--- src/iso_exec_defs.vh ---
// Purpose: shared constants for the increment-skip / or / move execution block
// Assumes: one clock cycle per quarter, four quarters per instruction cycle
// Notes:   opcode fields are matched on the upper bits of the instruction word, except the pointer-load sub-field on bits 7:6
`ifndef ISO_EXEC_DEFS_VH
`define ISO_EXEC_DEFS_VH

// ****************************************
// quarter timing
// ****************************************
`define ISO_Q1           2'h0
`define ISO_Q2           2'h1
`define ISO_Q3           2'h2
`define ISO_Q4           2'h3

// ****************************************
// opcode fields
// ****************************************
`define ISO_OPC_INCR_SZ  6'h0F
`define ISO_OPC_INCR_SNZ 6'h12
`define ISO_OPC_OR_REG   6'h04
`define ISO_OPC_MOVE     6'h14
`define ISO_OPC_OR_LIT   8'h09
`define ISO_OPC_PTR_LD   8'hEE
`define ISO_OPC_PTR_SUB  2'h0
`define ISO_OPC_2W_A     4'hC
`define ISO_OPC_2W_B     6'h3B

// ****************************************
// execution kinds
// ****************************************
`define ISO_K_NOP        3'h0
`define ISO_K_INCR_SZ    3'h1
`define ISO_K_INCR_SNZ   3'h2
`define ISO_K_OR_LIT     3'h3
`define ISO_K_OR_REG     3'h4
`define ISO_K_MOVE       3'h5
`define ISO_K_PTR_HI     3'h6
`define ISO_K_PTR_LO     3'h7

// ****************************************
// addressing
// ****************************************
`define ISO_IDX_LIMIT    8'h5F
`define ISO_ACC_SPLIT    8'h60
`define ISO_ACC_LO_PAGE  4'h0
`define ISO_ACC_HI_PAGE  4'hF
`define ISO_ONE          8'h01

// ****************************************
// reset values
// ****************************************
`define ISO_RST_BYTE     8'h00
`define ISO_RST_PTR      12'h000
`define ISO_RST_WORD     16'h0000

`endif

--- src/iso_alu.v ---
// Purpose: result and flag logic for increment, or and move
// Assumes: purely combinational, fed during the process quarter
// Notes:   skip condition is derived here so the sequencer only looks at one bit
`include "iso_exec_defs.vh"

module iso_alu (
	// operation
	input  wire [2:0] i_kind,
	input  wire [7:0] i_acc,
	input  wire [7:0] i_operand,
	input  wire [7:0] i_literal,
	// results
	output reg  [7:0] o_result,
	output wire       o_neg,
	output wire       o_zero,
	output reg        o_skip
);

	always @* begin
		o_result = i_operand;
		o_skip   = 1'b0;
		case (i_kind)
			`ISO_K_INCR_SZ: begin
				o_result = i_operand + `ISO_ONE; // 8-bit wrap
				o_skip   = (o_result == `ISO_RST_BYTE);
			end
			`ISO_K_INCR_SNZ: begin
				o_result = i_operand + `ISO_ONE;
				o_skip   = (o_result != `ISO_RST_BYTE);
			end
			`ISO_K_OR_LIT: o_result = i_acc | i_literal;
			`ISO_K_OR_REG: o_result = i_acc | i_operand;
			`ISO_K_MOVE:   o_result = i_operand;
			default:       o_result = i_operand;
		endcase
	end

	assign o_neg  = o_result[7];
	assign o_zero = (o_result == `ISO_RST_BYTE);

endmodule // iso_alu

--- src/iso_exec.v ---
// Purpose: executes increment-skip, or, pointer load and move instructions
// Assumes: one instruction word is offered per instruction cycle during Q1;
//          the data memory answers a read one clock after the read strobe
// Notes:   the block runs its own quarter counter and shows it on o_quarter
//
// Function
// - increment-skip-if-zero adds one to the addressed file register
// - d=0 sends result to working register, d=1 back to file register
// - zero increment result discards fetched next word, runs a no-op cycle
// - increment-skip-if-not-zero skips only when the result is nonzero
// - skipped two-word instruction costs two full no-op cycles
// - increment-and-skip leaves all status flags unchanged
// - a=0 addresses the operand in the fixed access bank
// - a=1 uses bank select register to pick the register bank
// - a=0 with extended set enabled indexes off pointer 2 for f up to 95
// - or-literal ors working register with literal, writes W, updates N and Z
// - or-register ors W with file register into destination chosen by d
// - pointer load is two words, two cycles, 12-bit literal into pointer 0..2
// - first word gives high nibble to high byte, second word gives low byte
// - move copies a register to the destination by d, updates N and Z
// - one-word instruction: decode Q1, read Q2, process Q3, write Q4
`include "iso_exec_defs.vh"

module iso_exec (
	// clock and reset
	input  wire        i_clk_sys,
	input  wire        i_rst_n,
	// instruction stream
	input  wire [15:0] i_instr,
	input  wire        i_instr_valid,
	// core state inputs
	input  wire [3:0]  i_bank_select_reg,
	input  wire        i_ext_set_en,
	// data memory
	input  wire [7:0]  i_mem_rdata,
	output reg  [11:0] o_mem_addr,
	output reg         o_mem_rd,
	output reg         o_mem_wr,
	output reg  [7:0]  o_mem_wdata,
	// core state outputs
	output reg  [1:0]  o_quarter,
	output reg  [7:0]  o_acc,
	output reg         o_flag_n,
	output reg         o_flag_z,
	output reg         o_discard,
	output reg  [11:0] o_file_select_pointer0,
	output reg  [11:0] o_file_select_pointer1,
	output reg  [11:0] o_file_select_pointer2
);

	// ****************************************
	// sequencer states
	// ****************************************
	localparam ST_RUN   = 2'b00;
	localparam ST_SKIP  = 2'b01;
	localparam ST_SKIP2 = 2'b10;
	localparam ST_PTR2  = 2'b11;

	reg  [1:0]  state_reg;
	reg  [2:0]  kind_reg;
	reg  [15:0] ir_reg;
	reg  [1:0]  ptr_sel_reg;
	reg  [7:0]  res_reg;
	reg         neg_reg;
	reg         zero_reg;
	reg         skip_reg;

	wire [7:0]  alu_result;
	wire        alu_neg;
	wire        alu_zero;
	wire        alu_skip;

	// ****************************************
	// decode of the offered word
	// ****************************************
	reg  [2:0]  dec_kind;
	reg  [11:0] dec_addr;
	wire [7:0]  dec_f       = i_instr[7:0];
	wire        dec_two_wd  = (i_instr[15:12] == `ISO_OPC_2W_A) ||
	                          (i_instr[15:10] == `ISO_OPC_2W_B);
	wire        dec_reads   = (dec_kind == `ISO_K_INCR_SZ) || (dec_kind == `ISO_K_INCR_SNZ) ||
	                          (dec_kind == `ISO_K_OR_REG) || (dec_kind == `ISO_K_MOVE);
	wire        dest_file   = ir_reg[9] &&
	                          ((kind_reg == `ISO_K_INCR_SZ) || (kind_reg == `ISO_K_INCR_SNZ) ||
	                           (kind_reg == `ISO_K_OR_REG) || (kind_reg == `ISO_K_MOVE));

	always @* begin
		dec_kind = `ISO_K_NOP;
		if (i_instr[15:10] == `ISO_OPC_INCR_SZ)
			dec_kind = `ISO_K_INCR_SZ;
		else if (i_instr[15:10] == `ISO_OPC_INCR_SNZ)
			dec_kind = `ISO_K_INCR_SNZ;
		else if (i_instr[15:8] == `ISO_OPC_OR_LIT)
			dec_kind = `ISO_K_OR_LIT;
		else if (i_instr[15:10] == `ISO_OPC_OR_REG)
			dec_kind = `ISO_K_OR_REG;
		else if (i_instr[15:10] == `ISO_OPC_MOVE)
			dec_kind = `ISO_K_MOVE;
		else if ((i_instr[15:8] == `ISO_OPC_PTR_LD) && (i_instr[7:6] == `ISO_OPC_PTR_SUB))
			dec_kind = `ISO_K_PTR_HI;
	end

	always @* begin
		if (i_instr[8])
			dec_addr = {i_bank_select_reg, dec_f};
		else if (i_ext_set_en && (dec_f <= `ISO_IDX_LIMIT))
			dec_addr = o_file_select_pointer2 + {`ISO_ACC_LO_PAGE, dec_f};
		else if (dec_f < `ISO_ACC_SPLIT)
			dec_addr = {`ISO_ACC_LO_PAGE, dec_f};
		else
			dec_addr = {`ISO_ACC_HI_PAGE, dec_f};
	end

	iso_alu u_alu (
		.i_kind    (kind_reg),
		.i_acc     (o_acc),
		.i_operand (i_mem_rdata),
		.i_literal (ir_reg[7:0]),
		.o_result  (alu_result),
		.o_neg     (alu_neg),
		.o_zero    (alu_zero),
		.o_skip    (alu_skip)
	);

	// ****************************************
	// quarter sequencer and execution
	// ****************************************
	always @(posedge i_clk_sys or negedge i_rst_n) begin
		if (!i_rst_n) begin
			o_quarter              <= `ISO_Q1;
			state_reg              <= ST_RUN;
			kind_reg               <= `ISO_K_NOP;
			ir_reg                 <= `ISO_RST_WORD;
			ptr_sel_reg            <= 2'h0;
			res_reg                <= `ISO_RST_BYTE;
			neg_reg                <= 1'b0;
			zero_reg               <= 1'b0;
			skip_reg               <= 1'b0;
			o_mem_addr             <= `ISO_RST_PTR;
			o_mem_rd               <= 1'b0;
			o_mem_wr               <= 1'b0;
			o_mem_wdata            <= `ISO_RST_BYTE;
			o_acc                  <= `ISO_RST_BYTE;
			o_flag_n               <= 1'b0;
			o_flag_z               <= 1'b0;
			o_discard              <= 1'b0;
			o_file_select_pointer0 <= `ISO_RST_PTR;
			o_file_select_pointer1 <= `ISO_RST_PTR;
			o_file_select_pointer2 <= `ISO_RST_PTR;
		end else begin
			o_quarter <= o_quarter + 2'h1;
			case (o_quarter)
				`ISO_Q1: begin
					// decode; the read strobe shows during Q2
					ir_reg    <= i_instr;
					o_discard <= 1'b0;
					o_mem_rd  <= 1'b0;
					kind_reg  <= `ISO_K_NOP;
					case (state_reg)
						ST_SKIP: begin
							// fetched word is thrown away
							o_discard <= 1'b1;
							state_reg <= (i_instr_valid && dec_two_wd) ? ST_SKIP2 : ST_RUN;
						end
						ST_SKIP2: begin
							o_discard <= 1'b1;
							state_reg <= ST_RUN;
						end
						ST_PTR2: begin
							kind_reg  <= `ISO_K_PTR_LO;
							state_reg <= ST_RUN;
						end
						ST_RUN: begin
							if (i_instr_valid) begin
								kind_reg   <= dec_kind;
								o_mem_addr <= dec_addr;
								o_mem_rd   <= dec_reads;
								if (dec_kind == `ISO_K_PTR_HI) begin
									ptr_sel_reg <= i_instr[5:4];
									state_reg   <= ST_PTR2;
								end
							end
						end
						default: state_reg <= ST_RUN;
					endcase
				end
				`ISO_Q2: begin
					o_mem_rd <= 1'b0;
				end
				`ISO_Q3: begin
					// process; file writes show during Q4
					res_reg     <= alu_result;
					neg_reg     <= alu_neg;
					zero_reg    <= alu_zero;
					skip_reg    <= alu_skip;
					o_mem_wr    <= dest_file;
					o_mem_wdata <= alu_result;
				end
				`ISO_Q4: begin
					o_mem_wr <= 1'b0;
					case (kind_reg)
						`ISO_K_INCR_SZ, `ISO_K_INCR_SNZ: begin
							// flags untouched
							if (!ir_reg[9])
								o_acc <= res_reg;
							if (skip_reg)
								state_reg <= ST_SKIP;
						end
						`ISO_K_OR_LIT, `ISO_K_OR_REG, `ISO_K_MOVE: begin
							if (!ir_reg[9] || (kind_reg == `ISO_K_OR_LIT))
								o_acc <= res_reg;
							o_flag_n <= neg_reg;
							o_flag_z <= zero_reg;
						end
						`ISO_K_PTR_HI: begin
							// pointer 3 does not exist; the word then writes nothing
							case (ptr_sel_reg)
								2'h0: o_file_select_pointer0[11:8] <= ir_reg[3:0];
								2'h1: o_file_select_pointer1[11:8] <= ir_reg[3:0];
								2'h2: o_file_select_pointer2[11:8] <= ir_reg[3:0];
								default: ;
							endcase
						end
						`ISO_K_PTR_LO: begin
							case (ptr_sel_reg)
								2'h0: o_file_select_pointer0[7:0] <= ir_reg[7:0];
								2'h1: o_file_select_pointer1[7:0] <= ir_reg[7:0];
								2'h2: o_file_select_pointer2[7:0] <= ir_reg[7:0];
								default: ;
							endcase
						end
						default: ;
					endcase
				end
				default: ;
			endcase
		end
	end

endmodule // iso_exec

--- config.mk ---
export PLATFORM = sky130hd
export DESIGN_NAME = iso_exec
export DESIGN_NICKNAME = d
export VERILOG_FILES = /design/src/iso_alu.v /design/src/iso_exec.v
export VERILOG_INCLUDE_DIRS = /design/src
export SDC_FILE = /design/constraint.sdc
export NUM_CORES = 1
export LEC_CHECK = 0
export BUFFER_PORTS_ARGS = -buffer_cell sky130_fd_sc_hd__buf_2
export CAP_MARGIN = 20
export CORE_MARGIN = 2
export CORE_UTILIZATION = 39
export CTS_BUF_LIST = sky130_fd_sc_hd__clkbuf_4 sky130_fd_sc_hd__clkbuf_8
export DETAILED_ROUTE_END_ITERATION = 10
export HOLD_SLACK_MARGIN = 0.08
export PLACE_DENSITY = 0.7
export SYNTH_ARGS = -nofsm -noshare
export SYNTH_HDL_FRONTEND = slang
export SYNTH_HIERARCHICAL = 1
export SYNTH_SLANG_ARGS = --single-unit
--- constraint.sdc ---
create_clock -name i_clk_sys -period 2.6 [get_ports i_clk_sys]
set_input_delay 0.26 -clock i_clk_sys [delete_from_list [all_inputs] [get_ports i_clk_sys]]
set_output_delay 0.26 -clock i_clk_sys [all_outputs]
set_load 0.03 [all_outputs]
Word-level counts from Yosys, hierarchy flattened
Index checks and enable logic that the tools add are counted.
Widths: inputs -> output; s select.
- equality and inequality tests: 34
- add/sub/neg operators: 3
- muxes and demuxes: 28
- bitwise gates (word level): 2
- $lt $le $gt $ge: 2
- reductions and logical operators: 39
- operators with widths (cell ; count):
    $mux 12 ; 3
    $pmux 8 s3 ; 1
    $eq 3x3->1 const B ; 7
    $mux 3 ; 7
    $reduce_and 3->1 ; 7
    $logic_not 8->1 ; 2
    $mux 8 ; 2
    $or 8x8->8 ; 2
    $pmux 8 s2 ; 1
    $add 12x8->12 ; 1
    $eq 6x5->1 const B ; 2
    $eq 2x2->1 const B ; 5
    $mux 2 ; 5
    $eq 3x2->1 const B ; 3
    $add 8x1->8 const B ; 1
    $eq 8x4->1 const B ; 1
    $eq 8x8->1 const B ; 1
    $le 8x7->1 const B ; 1
    $logic_not 2->1 ; 4
    $logic_or 1x1->1 ; 8
    $lt 8x7->1 const B ; 1
    $ne 2x2->1 const B ; 4
    $reduce_and 4->1 ; 2
    $reduce_bool 2->1 ; 4
    20 further kinds ; 33
- register bits: 91
- bits of input ports: 32
- output and inout bits: 71
- logic and storage cells: 130

Longest topological paths before layout
Gate-level depths: netlist (run 1).
- depth in word-level cells: 15
- depth in mapped cells: 9
- gate-level depth less buffers: 8

Modules after synthesis
Netlist (run 1), hierarchy kept.
- by module, submodules not included (module ; sequential area each (um^2) ; instances ; cells each ; area each (um^2)):
    iso_exec ; 2252.2 ; 1 ; 362 ; 4395.5
    iso_alu ; 0.0 ; 1 ; 85 ; 531.8

Worst setup path after synthesis (run 1)
No wires, ideal clock.
- kind: flip-flop to flip-flop
- start: register o_file_select_pointer2[0]
- end: register o_mem_addr[8]
- stages on the path, launching flop included: 9
- path buffers: 0
- setup time: 0.124 ns
- period minus slack after synthesis: 2.135 ns
- data required time: 2.476 ns
- path slack: 0.465 ns
- data arrival time: 2.011 ns
- path through: dfrtp_1 ha_1 inv_1 fa_1 nand2b_1 a21oi_1 o21ai_0 mux2i_1 a211o_1
- longest elaborated chain between the ends: 3
- ends and longest elaborated chain (item ; RTL line ; source):
    start, declared ; iso_exec.v:48 ; output reg [11:0] o_file_select_pointer2
    start signal, assigned ; iso_exec.v:149 ; o_file_select_pointer2 <= `ISO_RST_PTR;
    start signal, assigned ; iso_exec.v:228 ; 2'h2: o_file_select_pointer2[7:0] <= ir_reg[7:0];
    $add 12x8->12 ; iso_exec.v:107 ; dec_addr = o_file_select_pointer2 + {`ISO_ACC_LO_PAGE, dec_f};
    $mux 12 ; iso_exec.v:106 ; else if (i_ext_set_en && (dec_f <= `ISO_IDX_LIMIT))
    $mux 12 ; iso_exec.v:104 ; if (i_instr[8])
    end signal, assigned ; iso_exec.v:139 ; o_mem_addr <= `ISO_RST_PTR;
    end signal, assigned ; iso_exec.v:176 ; o_mem_addr <= dec_addr;
    end, declared ; iso_exec.v:36 ; output reg [11:0] o_mem_addr,
Every way passes these cells.
A chain may end at the register's enable or synchronous reset.

Worst setup path in the final report (run 1)
- start: register kind_reg[1]
- end: register zero_reg
- longest elaborated chain between the ends: 4
- elaborated cells on any way between the ends: 7
- classes of those cells: eq/ne (4); mux (1); reduce/logical (2)
- ends and longest elaborated chain (item ; RTL line ; source):
    start, declared ; iso_exec.v:60 ; reg [2:0] kind_reg;
    start signal, assigned ; iso_exec.v:132 ; kind_reg <= `ISO_K_NOP;
    start signal, assigned ; iso_exec.v:158 ; kind_reg <= `ISO_K_NOP;
    start signal, assigned ; iso_exec.v:170 ; kind_reg <= `ISO_K_PTR_LO;
    $eq 3x1->1 / $eq 3x2->1 (equally long branches) ; iso_alu.v:22 ; case (i_kind)
    $reduce_or 2->1 (no line) ; n/a ;
    $pmux 8 s3 (*) ; iso_alu.v:22 ;
    via alu_result[1] ; iso_exec.v:68 ; wire [7:0] alu_result;
    $logic_not 8->1 (no line) (*) ; n/a ;
    via alu_zero ; iso_exec.v:70 ; wire alu_zero;
    end signal, assigned ; iso_exec.v:194 ; zero_reg <= alu_zero;
    end, declared ; iso_exec.v:65 ; reg zero_reg;
Mark *: on every way through the listed nets, which the timed path passes. The rest lies on a longest branch.

==> results_tabular.tex, run 1 <==
\begin{tabular}{lr}
\hline
Metric & Value \\
\hline
\multicolumn{2}{l}{\textbf{Run status}} \\
\quad Outcome & completed \\
\multicolumn{2}{l}{\textbf{STA}} \\
\quad Final worst-path cycle share & 80.79\% \\
\quad Time the worst path needs with I/O delays and setup & approximately 2.1 ns \\
\quad Final total negative setup slack & 0 ns \\
\quad Slew at the pin closest to its max-slew limit & 0.7085 ns \\
\quad Count of pins over their slew limit & 0 \\
\quad Setup repair after global routing missed its margin & no \\
\quad Worst slack on hold paths & roughly 0.16 ns \\
\quad Number of hold violations in the final report & 0 \\
\quad Highest attainable clock frequency & 476.1 MHz \\
\quad Slew HR & a little over half \\
\quad Setup violation total in the final timing report & 0 \\
\quad Worst-case clock skew & roughly 0.014 ns \\
\multicolumn{2}{l}{\textbf{Floorplanning}} \\
\quad Area of the placeable core & 0.01247 mm\^{}2 \\
\quad Starting density of the core & 39.53\% \\
\quad Die Wd & $\sim$120 um \\
\quad Number of core rows & between 40 and 50 \\
\quad Number of primary I/O pins & 103 \\
\quad Area of the die & about 0.014 mm\^{}2 \\
\quad Die boundary height & $\sim$120 um \\
\multicolumn{2}{l}{\textbf{Yosys}} \\
\quad Synthesized netlist net count & approximately 500 \\
\quad Netlist area before placement & 0.004927 mm\^{}2 \\
\quad Seq/Total Area, Yosys & a little under half \\
\quad Fraction of post-synthesis cell area in the top cell type by area & a little under half \\
\quad Mean cell area of the mapped netlist & 11.02 um\^{}2 \\
\quad Synth Register Bits & 90 \\
\quad Yosys synthesis warning count & 6 \\
\quad Top cells by area in the synthesized netlist & sky130\_fd\_sc\_hd\_\_dfrtp\_1 46\%, sky130\_fd\_sc\_hd\_\_mux2\_2 15\%, sky130\_fd\_sc\_hd\_\_ha\_1 4.3\% \\
\quad Library cells used by synthesis & between 60 and 70 \\
\quad Dominant cell type by area after synthesis & sky130\_fd\_sc\_hd\_\_dfrtp\_1 \\
\quad Synthesized instance count & 447 \\
\multicolumn{2}{l}{\textbf{CTS}} \\
\quad CTS sink count & 90 \\
\quad Maximum number of buffers from clock root to sink & 2 \\
\quad Post-cts resize count & 0 \\
\quad Number of buffers added to fix hold violations after cts & 1 \\
\quad Post-CTS setup repair buffer count & 0 \\
\quad Clock tree root buffer cell & sky130\_fd\_sc\_hd\_\_clkbuf\_8 \\
\quad CTS H-Tree Depth & 3 \\
\quad CTS tree & built \\
\quad Number of CTS-inserted buffers & 9 \\
\quad Clock transition at the register clock pins on the worst setup and hold paths after CTS & around 0.1 ns \\
\quad Worst-skew pair later-pin latency & 0.36 ns \\
\multicolumn{2}{l}{\textbf{Power and ir drop}} \\
\quad Net switching component of the power & 0.001824 W \\
\quad Clk pwr share & 21.7\% \\
\quad Combinational cell fraction of total power & between 30\% and 40\% \\
\quad Leakage & roughly 2.8 nW \\
\quad Power per standard cell area & about 780 mW/mm\^{}2 \\
\quad Switching share of power & between 40\% and 50\% \\
\quad Peak supply drop & 324.9 uV \\
\quad Register share of total power & between 40\% and 50\% \\
\quad Internal & 0.002701 W \\
\multicolumn{2}{l}{\textbf{Global routing}} \\
\quad Antenna violations before repair & 0 \\
\quad Overall routing resource usage & around a fifth \\
\quad Wire length of the first global-routing pass & about 20 mm \\
\quad Via count of the first global-routing pass & 3821 \\
\quad Gr ovfl total & 0 \\
\quad Pin count of the biggest net entering global routing & 54 \\
\multicolumn{2}{l}{\textbf{Worst hold path}} \\
\quad Worst min-delay path class & in2reg \\
\multicolumn{2}{l}{\textbf{Run}} \\
\quad Max-cap viol count & 0 \\
\multicolumn{2}{l}{\textbf{Route}} \\
\quad Routed wire length & 12.41 mm \\
\quad Vias after detailed routing & between 3000 and 4000 \\
\quad Met1 wire length & roughly 5.5 mm \\
\quad Top Metal Used & met4 \\
\quad Routed Antenna Nets & 0 \\
\quad Vias per Instance & between 5 and 6 \\
\quad Sum of met2 wire segment lengths after detailed routing & 6.169 mm \\
\quad Initial detailed-routing violation count & 340 \\
\quad Post-route DRC violation count & 0 \\
\quad Wire length per cell after detailed routing & approximately 17 um \\
\quad Number of iterations in the first detailed-routing pass & 5 \\
\quad Routed met3 length & a little under 500 um \\
\multicolumn{2}{l}{\textbf{Final layout}} \\
\quad Count of antenna diodes in the layout & 0 \\
\quad Layout area overhead & 18.46\% \\
\quad Share of final-layout standard cells stronger than drive strength 1 & 37.77\% \\
\quad Multi-input combinational cell area & 0.002524 mm\^{}2 \\
\quad Number of fill cells in the layout & approximately 1200 \\
\quad Register Area & 0.002252 mm\^{}2 \\
\quad Net count of the finished layout & between 600 and 700 \\
\multicolumn{2}{l}{\textbf{Setup path}} \\
\quad Critical Setup Path Class & reg2reg \\
\quad Required time at the worst-slack endpoint & just under 3 ns \\
\quad Kind of start point of the critical path & flop \\
\quad Arrival @ worst endpoint & roughly 2.4 ns \\
\quad Highest fanout seen on the critical path & 12 \\
\quad Type of destination of the critical path & flop \\
\multicolumn{2}{l}{\textbf{Placed design}} \\
\quad Gpl congestion & 0.9179 \\
\quad IO Port Bufs & 102 \\
\quad DP HPWL & between 9 and 10 mm \\
\hline
\end{tabular}
## power by group through the flow
stage / logic (W) / clock network (W) / registers [W]
6_report: 0.00160 / 0.000983 / 0.00194
5_1_grt: 0.00174 / 0.00106 / 0.00197
4_1_cts: 0.00161 / 0.00101 / 0.00194
3_5_place_dp: 0.00160 / 0 / 0.00196
3_3_place_gp: 0.00155 / 0 / 0.00196
2_1_floorplan: 0.000705 / 0 / 0.00235
## cell usage in the layout (no fill, tap or decap), types with 8 or more instances in the layout
cell | synthesis | layout
sky130_fd_sc_hd__a21oi_1 | 40 | 40
sky130_fd_sc_hd__buf_2 | 10 | 101
sky130_fd_sc_hd__buf_4 | 2 | 8
sky130_fd_sc_hd__clkbuf_8 | 0 | 9
sky130_fd_sc_hd__dfrtp_1 | 90 | 90
sky130_fd_sc_hd__ha_1 | 17 | 17
sky130_fd_sc_hd__inv_1 | 13 | 13
sky130_fd_sc_hd__mux2_2 | 64 | 64
sky130_fd_sc_hd__nand2_1 | 23 | 23
sky130_fd_sc_hd__nand2b_1 | 12 | 12
sky130_fd_sc_hd__nand3_1 | 10 | 10
sky130_fd_sc_hd__nor2_1 | 21 | 21
sky130_fd_sc_hd__o21ai_0 | 26 | 26
sky130_fd_sc_hd__xor2_1 | 10 | 10
## critical path, stage by stage (launching register included)
cell and delay [ns]:
sky130_fd_sc_hd__dfrtp_1 0.52, sky130_fd_sc_hd__buf_4 0.24, sky130_fd_sc_hd__nor2_1 0.12, sky130_fd_sc_hd__a211oi_1 0.07, sky130_fd_sc_hd__a21oi_1 0.11, sky130_fd_sc_hd__o21ai_0 0.16, sky130_fd_sc_hd__or4_1 0.55, sky130_fd_sc_hd__nor2_1 0.12
sky130_fd_sc_hd__mux2_2 0.15
## area by class of cell
| type | count | share of cell area [%] |
|---|---|---|
| well taps | 172 | 3.687 |
| repair buffers | 111 | 10.20 |
| clock inverters | 7 | 1.329 |
| flip-flops and latches | 90 | 38.59 |
| inverters | 13 | 0.8360 |
| multi-input cells | 326 | 43.24 |
| clock buffers | 9 | 2.122 |
## synthesized netlist by cell type (all sizes together)
| cell type | instances |
|---|---|
| dfrtp | 90 |
| mux2 | 70 |
| a21oi | 40 |
| o21ai | 31 |
| nand2 | 23 |
| nor2 | 22 |
| ha | 17 |
| buf | 16 |
| inv | 13 |
| nand3 | 13 |
| nand2b | 12 |
| xor2 | 10 |
| and3 | 7 |
| mux2i | 7 |
| o211ai | 7 |
| o22ai | 7 |
| nand3b | 6 |
| a211oi | 5 |
| nor2b | 5 |
| or4 | 4 |
| xnor2 | 4 |
| nor3 | 3 |
| nor4 | 3 |
| nor4b | 3 |
| o21a | 3 |
| clkbuf | 2 |
| nand4 | 2 |
| nor3b | 2 |
| o2111ai | 2 |
| o41ai | 2 |
| or2 | 2 |
| or3 | 2 |
| a211o | 1 |
| a21o | 1 |
| a22oi | 1 |
| a31o | 1 |
| a31oi | 1 |
| and2b | 1 |
| fa | 1 |
| nand4b | 1 |
| nor4bb | 1 |
| o2111a | 1 |
| o22a | 1 |
| o31ai | 1 |
## worst paths after layout
check                              start  slack [ns]  cells past startpoint             to
setup / recovery             kind_reg[1]        0.50                      8       zero_reg
hold / removal                i_instr[2]        0.16                      2      ir_reg[2]
setup reg to reg             kind_reg[1]        0.50                      8       zero_reg
hold reg to reg            o_mem_addr[0]        0.49                      2  o_mem_addr[0]
max in group asynchronous        i_rst_n        1.55                      3       skip_reg
min in group asynchronous        i_rst_n        0.40                      2       o_acc[1]
## metal layers
| layer | vias up | track usage, % |
|---|---|---|
| li1 | 1844 | - |
| met1 | 1935 | 24.84 |
| met2 | 118 | 31.36 |
| met3 | 21 | 2.387 |
| met4 | 0 | 7.381 |
| met5 | - | 0 |
## per-stage QoR
step / utilization, % / total power [W] / instances / area [um^2] / setup WS (ns)
6_report: 46.82 / 0.004526 / 728 / 5837 / 0.4996
5_1_grt: 46.82 / 0.004775 / 728 / 5837 / 0.2963
4_1_cts: 46.82 / 0.004552 / 728 / 5837 / 0.5113
3_5_place_dp: 45.13 / 0.003561 / 711 / 5625 / 0.5269
3_3_place_gp: 45.13 / 0.003510 / 711 / 5625 / 0.5450
2_1_floorplan: - / 0.003054 / 447 / 4927 / 0.4650
## cell families after synthesis
kind of cell             share of synthesized area [%]
multiplexers                                     17.72
XOR/XNOR                                         2.488
buffers and inverters                            3.073
adder cells (fa/ha/maj)                          4.723
flip-flops                                       45.71
AND/OR/NAND/NOR                                  13.48
AO/OA/AOI/OAI                                    12.80
No activity file was read; power rests on OpenSTA's default activity.
==> run 2, diff against run 1 <==
Clock period 2.6 ns to 2.19 ns, I/O delays scaled along.
==> results_tabular.tex, run 2 (same netlist as run 1, synthesis figures left out) <==
\begin{tabular}{lr}
\hline
Metric & Value \\
\hline
\multicolumn{2}{l}{\textbf{Global routing}} \\
\quad Antenna violations before repair & 0 \\
\quad Gr ovfl total & 0 \\
\quad Pin count of the biggest net entering global routing & between 60 and 70 \\
\quad Via count of the first global-routing pass & 3920 \\
\quad Overall routing resource usage & between 15 and 20\% \\
\quad Wire length of the first global-routing pass & between 20 and 25 mm \\
\multicolumn{2}{l}{\textbf{Setup path}} \\
\quad Critical R2R Launch & kind\_reg[1] \\
\quad Reg-to-reg setup timing slack & roughly 0.11 ns \\
\quad Depth of the most critical reg-to-reg path & 8 \\
\quad Highest fanout seen on the critical path & 9 \\
\quad Arrival @ worst endpoint & around 2.4 ns \\
\quad Type of destination of the critical path & flop \\
\quad Endpoint of the worst register-to-register path & zero\_reg \\
\quad Critical Setup Path Class & reg2reg \\
\quad Kind of start point of the critical path & flop \\
\quad Required time at the worst-slack endpoint & between 2 and 2.5 ns \\
\multicolumn{2}{l}{\textbf{CTS}} \\
\quad CTS sink count & 90 \\
\quad CTS H-Tree Depth & 3 \\
\quad Clock tree root buffer cell & sky130\_fd\_sc\_hd\_\_clkbuf\_8 \\
\quad Worst-skew pair later-pin latency & around 0.36 ns \\
\quad CTS tree & built \\
\quad Number of CTS-inserted buffers & 9 \\
\quad Maximum number of buffers from clock root to sink & 2 \\
\quad Clock transition at the register clock pins on the worst setup and hold paths after CTS & $\sim$0.09 ns \\
\multicolumn{2}{l}{\textbf{Route}} \\
\quad Wire length per cell after detailed routing & between 15 and 20 um \\
\quad Routed Antenna Nets & 0 \\
\quad Number of iterations in the first detailed-routing pass & 5 \\
\quad Vias per Instance & about 5.4 \\
\quad Vias after detailed routing & 3956 \\
\quad Routed wire length & about 13 mm \\
\quad Post-route DRC violation count & 0 \\
\quad Initial detailed-routing violation count & between 200 and 250 \\
\multicolumn{2}{l}{\textbf{Placed design}} \\
\quad Dpl cell area & about 0.0057 mm\^{}2 \\
\quad DP HPWL & approximately 9.5 mm \\
\quad Gpl congestion & a little over 0.9 \\
\quad Worst slack after detailed placement & about 0.14 ns \\
\quad IO Port Bufs & $\sim$100 \\
\multicolumn{2}{l}{\textbf{Run status}} \\
\quad Outcome & completed \\
\multicolumn{2}{l}{\textbf{Final layout}} \\
\quad Register Area & 0.002253 mm\^{}2 \\
\quad Layout area overhead & 20.42\% \\
\quad Count of antenna diodes in the layout & 0 \\
\quad Most frequent cells in the layout & 101 x sky130\_fd\_sc\_hd\_\_buf\_2, 89 x sky130\_fd\_sc\_hd\_\_dfrtp\_1, 64 x sky130\_fd\_sc\_hd\_\_mux2\_2, 39 x sky130\_fd\_sc\_hd\_\_a21oi\_1, 26 x sky130\_fd\_sc\_hd\_\_o21ai\_0 \\
\quad Net count of the finished layout & 610 \\
\quad Multi-input combinational cell area & 0.002527 mm\^{}2 \\
\quad Number of fill cells in the layout & $\sim$1200 \\
\quad Leading cell type in the layout, fill and taps excluded & sky130\_fd\_sc\_hd\_\_buf\_2 \\
\quad Final cell utilization of the core & 47.60\% \\
\quad Post-Layout Inst Area & approximately 0.0059 mm\^{}2 \\
\quad Share of final-layout standard cells stronger than drive strength 1 & between 30\% and 40\% \\
\multicolumn{2}{l}{\textbf{Power and ir drop}} \\
\quad Power per standard cell area & approximately 930 mW/mm\^{}2 \\
\quad Net switching component of the power & between 0.002 and 0.0025 W \\
\quad Switching share of power & 39.32\% \\
\quad Power Total & between 0.005 and 0.006 W \\
\quad Peak supply drop & 329.6 uV \\
\quad Internal & around 0.0033 W \\
\quad Combinational cell fraction of total power & 35.2\% \\
\quad Leakage & between 2 and 3 nW \\
\quad Clk pwr share & between 20\% and 30\% \\
\quad Register share of total power & 41.6\% \\
\multicolumn{2}{l}{\textbf{STA}} \\
\quad Worst slack on hold paths & $\sim$0.14 ns \\
\quad Final worst-path cycle share & a little over nine tenths \\
\quad Slew HR & about 54\% \\
\quad Highest attainable clock frequency & between 400 and 500 MHz \\
\quad Setup violation total in the final timing report & 0 \\
\quad Time the worst path needs with I/O delays and setup & around 2.1 ns \\
\quad Worst-case clock skew & 0.009715 ns \\
\quad Final worst-path setup slack & between 0.1 and 0.15 ns \\
\quad Count of pins over their slew limit & 0 \\
\quad Slew at the pin closest to its max-slew limit & just under 0.7 ns \\
\quad Number of hold violations in the final report & 0 \\
\multicolumn{2}{l}{\textbf{Worst hold path}} \\
\quad Startpoint of the most critical hold path & i\_instr[2] \\
\quad Cells on Worst Hold Path & 2 \\
\quad Terminating pin of the worst hold path & ir\_reg[2] \\
\quad Worst min-delay path class & in2reg \\
\multicolumn{2}{l}{\textbf{Floorplanning}} \\
\quad Starting density of the core & between 30 and 40\% \\
\quad Area of the die & 0.01355 mm\^{}2 \\
\quad Die boundary height & between 100 and 150 um \\
\quad Area of the placeable core & between 0.01 and 0.015 mm\^{}2 \\
\quad Number of core rows & 41 \\
\quad Die Wd & $\sim$120 um \\
\quad Number of primary I/O pins & approximately 100 \\
\multicolumn{2}{l}{\textbf{Run}} \\
\quad Max-cap viol count & 0 \\
\hline
\end{tabular}
-- run 2: cell types whose count changed in the layout (fill, tap and decap cells not counted), sizes merged --
cell,previous run,this run
buf,110,119
bufinv,1,2
clkinv,4,2
clkinvlp,1,2
-- run 2: how the worst max path moves through the flow --
stage / from / endpoint / cells after the start
2_1_floorplan: o_file_select_pointer2[0] / o_mem_addr[8] / 8
3_3_place_gp: o_file_select_pointer2[0] / o_mem_addr[8] / 8
3_5_place_dp: kind_reg[2] / zero_reg / 8
4_1_cts: kind_reg[2] / zero_reg / 8
5_1_grt: o_file_select_pointer2[0] / o_mem_addr[8] / 8
6_report: kind_reg[1] / zero_reg / 8
-- run 2: metal layers --
layer / vias to the layer above / global-route usage, % / part of all wire, %
met1: 1958 / 26.03 / 44
met4: 0 / 7.381 / 2.2
met2: 116 / 32.52 / 50
met5: - / 0 / 0
met3: 26 / 2.802 / 4.2
li1: 1856 / - / -
-- run 2: final cells by class --
cell class                 instances  share of cell area [%]
clock inverter                     7                   1.708
tap                              172                   3.627
multi-input combinational        326                   42.60
timing repair buffer             120                   11.18
inverter                          13                  0.8224
sequential                        90                   37.98
clock buffer                       9                   2.088
-- run 2: timing repair --
action                                 4_1_cts  5_1_grt
buffers inserted                             0        0
endpoints found under the hold margin       29        0
setup endpoints to repair                    0        3
hold buffers                                 1        0
resized for setup                            0        2
-- run 2: critical path, stage by stage (launching register included) --
cell and delay (ns):
sky130_fd_sc_hd__dfrtp_1 0.49, sky130_fd_sc_hd__buf_4 0.21, sky130_fd_sc_hd__nor2_1 0.14, sky130_fd_sc_hd__a211oi_1 0.08, sky130_fd_sc_hd__a21oi_1 0.11, sky130_fd_sc_hd__o21ai_0 0.16, sky130_fd_sc_hd__or4_1 0.57, sky130_fd_sc_hd__nor2_1 0.11
sky130_fd_sc_hd__mux2_2 0.15
-- run 2: power by group through the flow --
stage	combinational (W)	sequential (W)	clock [W]
after floorplan	0.000837	0.00279	0
after global placement	0.00188	0.00232	0
after detailed placement	0.00193	0.00232	0
after CTS	0.00194	0.00229	0.00131
after global routing	0.00212	0.00234	0.00137
final	0.00194	0.00229	0.00128
-- run 2: through the flow --
stage	cells	setup TNS, ns
CTS	737	0
detailed placement	720	0
finish	737	0
floorplan	447	0
global placement	720	0
global route	737	-0.004837
